==> src/hdl/ext_clock_trigger_pkg.sv <==
`default_nettype none
package ext_clock_trigger_pkg;
  // ----------------------------------------
  // Timing figures and their cycle counts
  // ----------------------------------------
  localparam int CLK_PERIOD_NS = 4;
  localparam int SYNC_DELAY_NS = 200;
  localparam int TRIGGER_MIN_HIGH_NS = 60;
  localparam int TRIGGER_SINGLE_MAX_HIGH_NS = 250;
  localparam int TRIGGER_TO_CLOCK_LEAD_NS = 50;
  localparam int OUTSIDE_CLOCK_PHASE_MIN_NS = 25;
  localparam int INPUT_HOLD_LATENCY_NS = 200;
  localparam int OUTPUT_SLEW_LATENCY_NS = 30;
  // Longest times round down, least times round up.
  localparam int SYNC_DELAY_CYC = SYNC_DELAY_NS / CLK_PERIOD_NS;
  localparam int TRIGGER_MIN_HIGH_CYC = (TRIGGER_MIN_HIGH_NS + CLK_PERIOD_NS - 1) / CLK_PERIOD_NS;
  localparam int TRIGGER_SINGLE_MAX_HIGH_CYC = TRIGGER_SINGLE_MAX_HIGH_NS / CLK_PERIOD_NS;
  localparam int TRIGGER_TO_CLOCK_LEAD_CYC = (TRIGGER_TO_CLOCK_LEAD_NS + CLK_PERIOD_NS - 1) / CLK_PERIOD_NS;
  localparam int OUTSIDE_CLOCK_PHASE_MIN_CYC = (OUTSIDE_CLOCK_PHASE_MIN_NS + CLK_PERIOD_NS - 1) / CLK_PERIOD_NS;
  localparam int INPUT_HOLD_LATENCY_CYC = INPUT_HOLD_LATENCY_NS / CLK_PERIOD_NS;
  localparam int OUTPUT_SLEW_LATENCY_CYC = OUTPUT_SLEW_LATENCY_NS / CLK_PERIOD_NS;

  // ----------------------------------------
  // Widths and reset values
  // ----------------------------------------
  localparam int SYNC_STAGES = 3;
  localparam int INTERVAL_W = 16;
  localparam int CHAN_W = 4;
  localparam int COUNT_W = 16;
  localparam logic [SYNC_STAGES-1:0] SYNC_RESET = 3'h0;

  // ----------------------------------------
  // Types
  // ----------------------------------------
  typedef enum logic [1:0] {
    TRIG_OFF         = 2'h0,
    TRIG_SINGLE_SHOT = 2'h1,
    TRIG_GATED       = 2'h2
  } hw_trigger_mode_t;

  typedef enum logic [2:0] {
    ST_IDLE = 3'h1,
    ST_WAIT = 3'h2,
    ST_RUN  = 3'h4
  } seq_state_t;

  typedef struct packed {
    logic                   ext_clock;
    logic                   list_clocking_select;
    hw_trigger_mode_t       hw_trigger_mode;
    logic [INTERVAL_W-1:0]  interval;
    logic [CHAN_W-1:0]      chan_last;
    logic [COUNT_W-1:0]     count_limit;
  } cfg_t;

  typedef struct packed {
    logic               event_pulse;
    logic [CHAN_W-1:0]  channel;
    logic               busy;
    logic               done;
  } status_t;
endpackage
`default_nettype wire

==> src/hdl/ext_clock_trigger_control.sv <==
`timescale 1ns/1ns
`default_nettype none

// ----------------------------------------
// Three-stage pin synchroniser
// ----------------------------------------
module pin_sync (
  input  wire logic clk,
  input  wire logic reset_n,
  input  wire logic ce,
  input  wire logic pin,
  output logic      level,
  output logic      rise
);
  import ext_clock_trigger_pkg::*;

  logic [SYNC_STAGES-1:0] s_r;
  logic [SYNC_STAGES-1:0] s_nxt;
  logic                   level_nxt;
  logic                   rise_nxt;

  // A change counts only once stages two and three agree.
  always_comb begin
    s_nxt     = {s_r[1:0], pin};
    level_nxt = level;
    rise_nxt  = 1'b0;
    if (s_r[1] == s_r[2]) begin
      level_nxt = s_r[2];
      rise_nxt  = s_r[2] & ~level;
    end
  end

  // Registers the chain and the filtered level.
  always_ff @(posedge clk or negedge reset_n) begin
    if (!reset_n) begin
      s_r   <= SYNC_RESET;
      level <= 1'b0;
      rise  <= 1'b0;
    end else if (ce) begin
      s_r   <= s_nxt;
      level <= level_nxt;
      rise  <= rise_nxt;
    end
  end
endmodule

// ----------------------------------------
// Pacing sequencer for one direction
// ----------------------------------------
module pace_seq (
  input  wire logic                          clk,
  input  wire logic                          reset_n,
  input  wire logic                          ce,
  input  wire ext_clock_trigger_pkg::cfg_t   cfg,
  input  wire logic                          start,
  input  wire logic                          stop,
  input  wire logic                          ext_rise,
  input  wire logic                          trig_lvl,
  output ext_clock_trigger_pkg::status_t     status
);
  import ext_clock_trigger_pkg::*;

  seq_state_t            state_r;
  seq_state_t            state_nxt;
  logic [CHAN_W-1:0]     chan_r;
  logic [CHAN_W-1:0]     chan_nxt;
  logic [INTERVAL_W-1:0] timer_r;
  logic [INTERVAL_W-1:0] timer_nxt;
  logic [COUNT_W-1:0]    cnt_r;
  logic [COUNT_W-1:0]    cnt_nxt;
  logic                  pend_r;
  logic                  pend_nxt;
  status_t               status_nxt;
  logic                  fire;
  logic                  gated;
  logic                  at_bound;
  logic                  last_hit;
  logic [CHAN_W-1:0]     chan_next;

  // Decodes the pacing source and the stop boundary.
  always_comb begin
    gated    = cfg.hw_trigger_mode == TRIG_GATED;
    at_bound = !cfg.list_clocking_select || chan_r == '0;
    if (!cfg.ext_clock) begin
      fire = timer_r == '0;
    end else if (cfg.list_clocking_select && chan_r != '0) begin
      fire = timer_r == '0;
    end else begin
      fire = ext_rise;
    end
    last_hit  = cfg.count_limit != '0 && (cnt_r + COUNT_W'(1)) == cfg.count_limit;
    chan_next = (chan_r == cfg.chan_last) ? '0 : chan_r + CHAN_W'(1);
  end

  // Next state of the sequencer.
  always_comb begin
    state_nxt  = state_r;
    chan_nxt   = chan_r;
    timer_nxt  = (timer_r == '0) ? '0 : timer_r - INTERVAL_W'(1);
    cnt_nxt    = cnt_r;
    pend_nxt   = pend_r;
    status_nxt = '0;
    status_nxt.channel = status.channel;
    unique case (state_r)
      ST_IDLE: begin
        if (start && !stop) begin
          chan_nxt  = '0;
          timer_nxt = '0;
          cnt_nxt   = '0;
          pend_nxt  = 1'b1;
          // Triggered modes wait for the line first.
          state_nxt = (cfg.hw_trigger_mode == TRIG_OFF) ? ST_RUN : ST_WAIT;
        end
      end
      ST_WAIT: begin
        if (stop) begin
          state_nxt = ST_IDLE;
        end else if (trig_lvl) begin
          state_nxt = ST_RUN;
          timer_nxt = '0;
          pend_nxt  = 1'b1;
        end
      end
      ST_RUN: begin
        if (stop) begin
          state_nxt = ST_IDLE;
        end else if (fire) begin
          status_nxt.event_pulse = 1'b1;
          status_nxt.channel     = chan_r;
          chan_nxt  = chan_next;
          timer_nxt = cfg.interval - INTERVAL_W'(1);
          cnt_nxt   = cnt_r + COUNT_W'(1);
          pend_nxt  = 1'b0;
          if (last_hit) begin
            state_nxt       = ST_IDLE;
            status_nxt.done = 1'b1;
          end
        end else if (gated && !trig_lvl && !pend_r && at_bound) begin
          // A short pulse still yields its first event before stopping.
          state_nxt = ST_WAIT;
        end
      end
      default: begin
        state_nxt = ST_IDLE;
      end
    endcase
    status_nxt.busy = state_nxt != ST_IDLE;
  end

  // Registers the sequencer and its status.
  always_ff @(posedge clk or negedge reset_n) begin
    if (!reset_n) begin
      state_r <= ST_IDLE;
      chan_r  <= '0;
      timer_r <= '0;
      cnt_r   <= '0;
      pend_r  <= 1'b0;
      status  <= '0;
    end else if (ce) begin
      state_r <= state_nxt;
      chan_r  <= chan_nxt;
      timer_r <= timer_nxt;
      cnt_r   <= cnt_nxt;
      pend_r  <= pend_nxt;
      status  <= status_nxt;
    end
  end

  // ----------------------------------------
  // Checks
  // ----------------------------------------
  logic [INTERVAL_W:0] gap_r;
  logic                seen_r;
  logic [CHAN_W-1:0]   lch_r;

  // Tracks spacing and order of events within one run.
  always_ff @(posedge clk or negedge reset_n) begin
    if (!reset_n) begin
      gap_r  <= '0;
      seen_r <= 1'b0;
      lch_r  <= '0;
    end else if (ce) begin
      gap_r <= status.event_pulse ? (INTERVAL_W+1)'(1) : gap_r + (INTERVAL_W+1)'(1);
      if (status.event_pulse) begin
        lch_r <= status.channel;
      end
      seen_r <= (state_r == ST_RUN) && (seen_r || status.event_pulse);
    end
  end
endmodule

// ----------------------------------------
// Top level
// ----------------------------------------
// Function
// - Output clock rising edge paces output updates.
// - First output clock pulse is acted upon.
// - Whole-list or per-channel clocking; whole-list default.
// - Input trigger single-shot, gated or off.
// - Single-shot input waits high, runs to stop/count.
// - First sample on trigger; then exact interval.
// - Gated input samples while trigger high.
// - Gated pulse under 250ns gives one conversion; code gives one (whole list if list-clocked), more while trigger high.
// - Gated input stops at list or channel end.
// - Gated restart aligns to next trigger edge.
// - Output trigger single-shot, gated or off.
// - Single-shot output waits high, runs to stop/count.
// - First update on trigger; then exact interval.
// - Gated output updates while trigger high.
// - Gated pulse under 250ns gives one update; code gives one (whole list if list-clocked), more while trigger high.
// - Gated output stops at list end or channel.
// - Triggered external clock starts at next edge.
// - Conversion within 200ns, slewing within 30ns.
// - Per-channel clocking converts next channel, wrapping.
module ext_clock_trigger_control (
  input  wire logic                          clk,
  input  wire logic                          reset_n,
  input  wire logic                          ce,
  input  wire logic                          in_clk_pin,
  input  wire logic                          in_trig_pin,
  input  wire logic                          out_clk_pin,
  input  wire logic                          out_trig_pin,
  input  wire ext_clock_trigger_pkg::cfg_t   in_cfg,
  input  wire ext_clock_trigger_pkg::cfg_t   out_cfg,
  input  wire logic                          in_start,
  input  wire logic                          in_stop,
  input  wire logic                          out_start,
  input  wire logic                          out_stop,
  output ext_clock_trigger_pkg::status_t     in_status,
  output ext_clock_trigger_pkg::status_t     out_status
);
  import ext_clock_trigger_pkg::*;

  logic [3:0] pin_vec;
  logic [3:0] lvl_vec;
  logic [3:0] rise_vec;

  // Gathers the four outside pins for the synchronisers.
  assign pin_vec = {out_trig_pin, out_clk_pin, in_trig_pin, in_clk_pin};

  // One synchroniser per pin.
  for (genvar i = 0; i < 4; i++) begin : g_sync
    pin_sync u_sync (
      .clk     (clk),
      .reset_n (reset_n),
      .ce      (ce),
      .pin     (pin_vec[i]),
      .level   (lvl_vec[i]),
      .rise    (rise_vec[i])
    );
  end

  // Input sampling sequencer.
  pace_seq u_in_seq (
    .clk      (clk),
    .reset_n  (reset_n),
    .ce       (ce),
    .cfg      (in_cfg),
    .start    (in_start),
    .stop     (in_stop),
    .ext_rise (rise_vec[0]),
    .trig_lvl (lvl_vec[1]),
    .status   (in_status)
  );

  // Output update sequencer.
  pace_seq u_out_seq (
    .clk      (clk),
    .reset_n  (reset_n),
    .ce       (ce),
    .cfg      (out_cfg),
    .start    (out_start),
    .stop     (out_stop),
    .ext_rise (rise_vec[2]),
    .trig_lvl (lvl_vec[3]),
    .status   (out_status)
  );
endmodule
`default_nettype wire

==> config.mk <==
export PLATFORM = sky130hd
export DESIGN_NAME = ext_clock_trigger_control
export DESIGN_NICKNAME = d
export VERILOG_FILES = /design/src/hdl/ext_clock_trigger_pkg.sv /design/src/hdl/ext_clock_trigger_control.sv
export SDC_FILE = /design/constraint.sdc
export NUM_CORES = 1
export LEC_CHECK = 0
export BUFFER_PORTS_ARGS = -buffer_cell sky130_fd_sc_hd__buf_4
export CELL_PAD_IN_SITES_DETAIL_PLACEMENT = 0
export CELL_PAD_IN_SITES_GLOBAL_PLACEMENT = 2
export CORE_ASPECT_RATIO = 0.9
export CORE_MARGIN = 2
export CORE_UTILIZATION = 38
export DETAILED_ROUTE_END_ITERATION = 8
export GPL_ROUTABILITY_DRIVEN = 0
export GPL_TIMING_DRIVEN = 0
export PLACE_DENSITY = 0.94
export SETUP_SLACK_MARGIN = 0.3
export SLEW_MARGIN = 40
export SYNTH_ARGS = -nofsm -noshare
export SYNTH_HDL_FRONTEND = slang
export SYNTH_SLANG_ARGS = --single-unit
==> constraint.sdc <==
create_clock -name clk -period 6.2 [get_ports clk]
set_clock_uncertainty 0.05 [all_clocks]
set_input_delay 0.31 -clock clk [delete_from_list [all_inputs] [get_ports clk]]
set_output_delay 0.31 -clock clk [all_outputs]
set_load 0.005 [all_outputs]
Yosys cells after proc, flatten, opt, wreduce, memory -nomap -nowiden
Cells that the tools add are included.
{"block": "word_totals", "memories": 0, "ram_bits": 0, "elab_cells": 198, "latchBits": 0, "ff_bits": 112, "out_inout_bits": 14, "mem_bits_ro": 0, "input_bits": 91}
{"block": "classes", "n_reduce_logical": 46, "addsub": 8, "n_mux": 82, "n_eq_ne": 28, "n_div": 0, "multipliers": 0, "shift": 0, "bitwise_logic": 6, "n_lt_le_gt_ge": 0}
{"operator": "2-to-1 mux 16 bit", "n": 18}
{"operator": "case mux 16 bit (3 select lines)", "n": 2}
{"operator": "case mux 16 bit (2 select lines)", "n": 2}
{"operator": "subtractor 16 x 1 -> 16 bit (second input constant)", "n": 4}
{"operator": "2-to-1 mux 3 bit", "n": 16}
{"operator": "adder 16 x 1 -> 16 bit (second input constant)", "n": 2}
{"operator": "equality test 16 bit", "n": 2}
{"operator": "logical NOT 16 bit", "n": 2}
{"operator": "2-to-1 mux 4 bit", "n": 8}
{"operator": "nonzero test 16 bit", "n": 2}
{"operator": "2-to-1 mux 5 bit", "n": 6}
{"operator": "2-to-1 mux 1 bit", "n": 24}
{"operator": "case mux 3 bit (3 select lines)", "n": 2}
{"operator": "case mux 4 bit (2 select lines)", "n": 2}
{"operator": "AND reduction 7 bit", "n": 2}
{"operator": "logical AND 1 bit", "n": 12}
{"operator": "!= test 2 bit (second input constant)", "n": 6}
{"operator": "AND reduction 5 bit", "n": 2}
{"operator": "adder 4 x 1 -> 4 bit (second input constant)", "n": 2}
{"operator": "equality test 4 bit", "n": 2}
{"operator": "logical NOT 1 bit", "n": 8}
{"operator": "logical NOT 4 bit", "n": 2}
{"operator": "!= test 2 x 1 -> 1 bit (second input constant)", "n": 4}
{"operator": "AND reduction 2 bit", "n": 4}
{"operator": "15 further kinds", "n": 34}

Logic depth before layout (Yosys ltp)
{"block": "depth", "depth_word": 9, "ltp_mapped": 10, "ltp_nobuf": 9}

Hierarchy
From an unflattened synthesis, not the netlist that was laid out.
{"block": "unflattened", "hier_cells": 910, "area_unflattened_um2": 7962.6}
{"mod": "pace_seq at u_in_seq", "area_each_um2": 3569.7, "n_inst": 1, "cells_per_inst": 430, "seq_area_each_um2": 1177.4}
{"mod": "pace_seq at u_out_seq", "area_each_um2": 3527.1, "n_inst": 1, "cells_per_inst": 412, "seq_area_each_um2": 1177.4}
{"mod": "pin_sync", "area_each_um2": 216.5, "n_inst": 4, "cells_per_inst": 17, "seq_area_each_um2": 125.1}

Worst setup path after synthesis
OpenSTA, ideal clock, no wires.
{"block": "synth_path", "path_kind": "register -> register", "start": "reg u_out_seq.cnt_r[0]", "end": "reg u_out_seq.state_r[2]", "arrival_time_ns": 2.811, "slack_ns": 3.200, "period_less_slack_ns": 3.000, "stages_incl_launch_ff": 9, "required_time_ns": 6.011, "n_path_buf": 0, "cell_sequence": "dfrtp_1 ha_1 nand3_1 or4_1 xnor2_1 or4_4 or4_4 o211ai_2 a31oi_1"}
{"block": "synth_between", "elab_chain_len": 7}
{"item": "start: declaration", "line_no": "ext_clock_trigger_control.sv:69", "rtl": "logic [COUNT_W-1:0] cnt_r;"}
{"item": "start signal: assignment", "line_no": "ext_clock_trigger_control.sv:163", "rtl": "cnt_r <= cnt_nxt;"}
{"item": "adder 16 x 1 -> 16 bit", "line_no": "ext_clock_trigger_control.sv:91", "rtl": "last_hit = cfg.count_limit != '0 && (cnt_r + COUNT_W'(1)) == cfg.count_limit;"}
{"item": "equality test 16 bit", "line_no": "ext_clock_trigger_control.sv:91"}
{"item": "logical AND 1 bit", "line_no": "ext_clock_trigger_control.sv:91"}
{"item": "2-to-1 mux 3 bit", "line_no": "ext_clock_trigger_control.sv:134", "rtl": "if (last_hit) begin"}
{"item": "2-to-1 mux 3 bit", "line_no": "ext_clock_trigger_control.sv:127", "rtl": "end else if (fire) begin"}
{"item": "2-to-1 mux 3 bit", "line_no": "ext_clock_trigger_control.sv:125", "rtl": "if (stop) begin"}
{"item": "case mux 3 bit (3 select lines)", "line_no": "ext_clock_trigger_control.sv:104", "rtl": "unique case (state_r)"}
{"item": "end signal: assignment", "line_no": "ext_clock_trigger_control.sv:160", "rtl": "state_r <= state_nxt;"}
{"item": "end: declaration", "line_no": "ext_clock_trigger_control.sv:63", "rtl": "seq_state_t state_r;"}
Every way passes these cells.
A chain may end at the register's enable or synchronous reset.

Final worst setup path
{"block": "layout_path", "start": "reg u_out_seq.timer_r[0]", "end": "reg u_out_seq.timer_r[4]"}
{"block": "layout_between", "elab_chain_len": 6, "word_cells_on_any_way": 11}
{"item": "start: declaration", "line_no": "ext_clock_trigger_control.sv:67", "rtl": "logic [INTERVAL_W-1:0] timer_r;"}
{"item": "start signal: assignment", "line_no": "ext_clock_trigger_control.sv:162", "rtl": "timer_r <= timer_nxt;"}
{"item": "parallel branches: the longest is 5 deep, another holds subtractor 16 x 1 -> 16 bit"}
{"item": "case mux 16 bit (3 select lines) *", "line_no": "ext_clock_trigger_control.sv:104"}
Mark *: on every way between the ends.

==> flow_summary.yaml <==
run_status:
  status: "completed"
finish:
  final_cell_mix: "dfrtp_1, buf_4, o21ai_0"
  final_common_cell: "dfrtp_1"
  areaGrowthSynthToFinish_pct: 18.3
  drive_above_1_share_pct: 15.2
  regArea_sq_um: 2810
  final_nets: 1129
  antenna_cells: 0
  nFillCells: 2012
  multi_input_area_sq_um: 4630
  postLayoutCellArea_sq_um: 9150
worst_setup_path:
  path_class: "flop to flop"
  max_stage_delay_ps: 590
  cp_cell_sequence: "inv_1 > ha_1 > nor3b_1 > nand4_1 > o31ai_1 > nand2_1 > nor2_1 > clkbuf_1 > nand2_1 > o311ai_0"
  slowest_stage: "clkbuf_1"
  cp.arrival_ps: 3800
  cp-end-kind: "flop"
  required_ps: 6390
  cp_max_fo: 10
  worst_setup_path_start_kind: "flop"
  path_common_cell: "nand2_1"
yosys:
  seq_area_frac_synth_pct: 36.3
  yosysWarnings: 0
  yosysTopAreaCellShare_pct: 35.6
  yosys.cell_types.count: 76
  synth_area_leaders: "dfrtp_1, o21ai_0, xnor2_1"
  synth_area_leader_cell: "dfrtp_1"
  ys_ff_latch: 112
  synth.cell_area_sq_um: 7730
  syn_avg_cell_area_sq_um: 8.47
  syn_inst: 913
  synthFlopType: "dfrtp_1"
  synth_nets: 1014
  synth_edf_count: 0
  synth_async_sr_flop_share_pct: 100
place:
  postPlaceCellArea_sq_um: 8850
  place_hpwl_um: 17200
  io_buffers: 102
timing:
  slew_violations: 0
  fin_crit_sh_pct: 58.2
  setup-tns-final_ps: 0
  hold_viol: 0
  setup_viol: 0
  worst_slew_pin_slew_ps: 838
  period_needed_ps: 3610
  max_freq_mhz: 277
  rsz0062_at_grt: "no"
  slew_headroom_pct: 44.1
floorplanning:
  die_area_sq_um: 21500
  start_util_pct: 38.7
  row_count: 49
  ios: 105
  die_h_um: 139
  core_area_sq_um: 20000
  die_w_um: 154
detailed_routing:
  drt-vias-per-instance: 5.78
  vias: 7440
  drc: 0
  drtPass1Iterations: 5
  drt-initial-drc-count: 605
  finalWirelength_um: 23200
  ant_nets: 0
  routedWlPerCell_um: 18.0
clocking:
  clock-root-buffer: "clkbuf_16"
  cts_inserted_buffers: 9
  cts_buffer_depth: 2
  cts_setup_buffers: 0
  clkSinkCount: 112
  clk_latency_ps: 360
  cts_tree: "done"
  clk_pin_slew_ps: 70
  htreeDepth: 3
grt:
  grt_max_degree: 69
  antenna_found_initial: 0
  grtUsageTotal_pct: 22.0
  grt_remaining_overflow: 0
  grt_pass1_wl_um: 38000
  grt_pass1_vias: 7183
pwr:
  pwr_density_cell_nw_per_um2: 241
  ir_worst_vdd_mv: 0.134
  p_leak_uw: 0.00390
min_path:
  hp-class: "input pin to flop"
run:
  cap_violations: 0
==> sequential cells by signal, summed over array words and instances, names as in the netlist <==
register,count
u_in_seq.cnt_r,16
g_sync.u_sync.rise,2
u_in_seq.state_r,3
u_in_seq.timer_r,16
u_out_seq.cnt_r,16
g_sync.u_sync.s_r,12
u_out_seq.status,7
u_out_seq.chan_r,4
u_out_seq.state_r,3
g_sync.u_sync.level,4
u_out_seq.pend_r,1
u_in_seq.chan_r,4
u_in_seq.status,7
u_out_seq.timer_r,16
u_in_seq.pend_r,1
==> critical path: cells and delay by family, from the launching register on <==
family                     cells  cell delay, ps
AOI/OAI and AO/OA              2             580
adders and majority gates      1             200
buffers and inverters          2             680
DFF                            1             410
and+or+nand+nor                5            1580
==> report_power, final <==
part | switching (uW) | total [uW] | leakage [uW] | internal, uW
Combinational | 341 | 630 | 0.00229 | 289
Clock | 275 | 588 | 0.000140 | 313
Sequential | 138 | 985 | 0.00146 | 847
Total | 754 | 2200 | 0.00390 | 1450
==> routing by layer <==
layer | wire length (um) | GRT usage (%) | vias to the layer above
li1 | - | - | 3623
met1 | 11100 | 31.9 | 3578
met3 | 1350 | 4.42 | 26
met4 | 291 | 4.87 | 0
met2 | 10400 | 34.1 | 213
met5 | 0 | 0 | -
==> timing repair <==
action / in CTS / in global routing
endpoints found under the setup margin: 0 / 0
hold buffers: 1 / 0
gates resized for setup: 0 / 0
endpoints found under the hold margin: 43 / 0
==> cell usage after synthesis (all sizes together), types with 14 or more instances <==
library cell / instances
a21oi: 31
clkbuf: 35
dfrtp: 110
inv: 33
nand2: 78
nand3: 27
nand4: 15
nor2: 82
nor3: 31
nor4: 24
o21ai: 112
o31ai: 21
or4: 14
xnor2: 41
xor2: 33
==> cells by family after synthesis <==
| family | synth area share [%] |
|---|---|
| adders and majority gates | 1.62 |
| DFF | 36.3 |
| and+or+nand+nor | 24.4 |
| muxes | 1.97 |
| xor gates and xnor gates | 8.38 |
| AOI/OAI and AO/OA | 23.4 |
| buffers and inverters | 3.93 |
==> layout make-up <==
| cell class | instances | area share, % |
|---|---|---|
| multi-input cells | 724 | 50.6 |
| flip-flops and latches | 112 | 30.6 |
| repair buffers | 104 | 8.86 |
| well taps | 255 | 3.49 |
| clock buffers | 12 | 2.58 |
| plain buffers | 44 | 1.97 |
| inverters | 33 | 1.35 |
| clock inverters | 4 | 0.492 |
==> worst paths after layout <==
check,from,endpoint,slack [ps],cells after the start
max,u_out_seq.timer_r[0]$_DFFE_PN0P_,u_out_seq.timer_r[4]$_DFFE_PN0P_,2590,10
min in group asynchronous,reset_n,u_in_seq.cnt_r[2]$_DFFE_PN0P_,380,2
min,in_clk_pin,g_sync[0].u_sync.s_r[0]$_DFFE_PN0P_,140,2
max reg2reg,u_out_seq.timer_r[0]$_DFFE_PN0P_,u_out_seq.timer_r[4]$_DFFE_PN0P_,2590,10
max in group asynchronous,reset_n,u_out_seq.timer_r[9]$_DFFE_PN0P_,5040,3
min reg2reg,u_out_seq.status[6]$_DFFE_PN0P_,u_out_seq.status[6]$_DFFE_PN0P_,440,1
==> through the flow <==
stage / setup slack [ps] / instances / utilization (%) / power [uW] / hold WS (ps)
detailed placement: 2630 / 1271 / 44.3 / 1620 / 186
global placement: 2570 / 1270 / 44.1 / 1610 / 416
finish: 2590 / 1288 / 45.8 / 2200 / 142
floorplan: 3200 / 913 / - / 1400 / -35.6
global route: 2320 / 1288 / 45.8 / 2350 / 138
CTS: 2590 / 1288 / 45.8 / 2210 / 130
No activity file was read; power rests on OpenSTA's default activity.
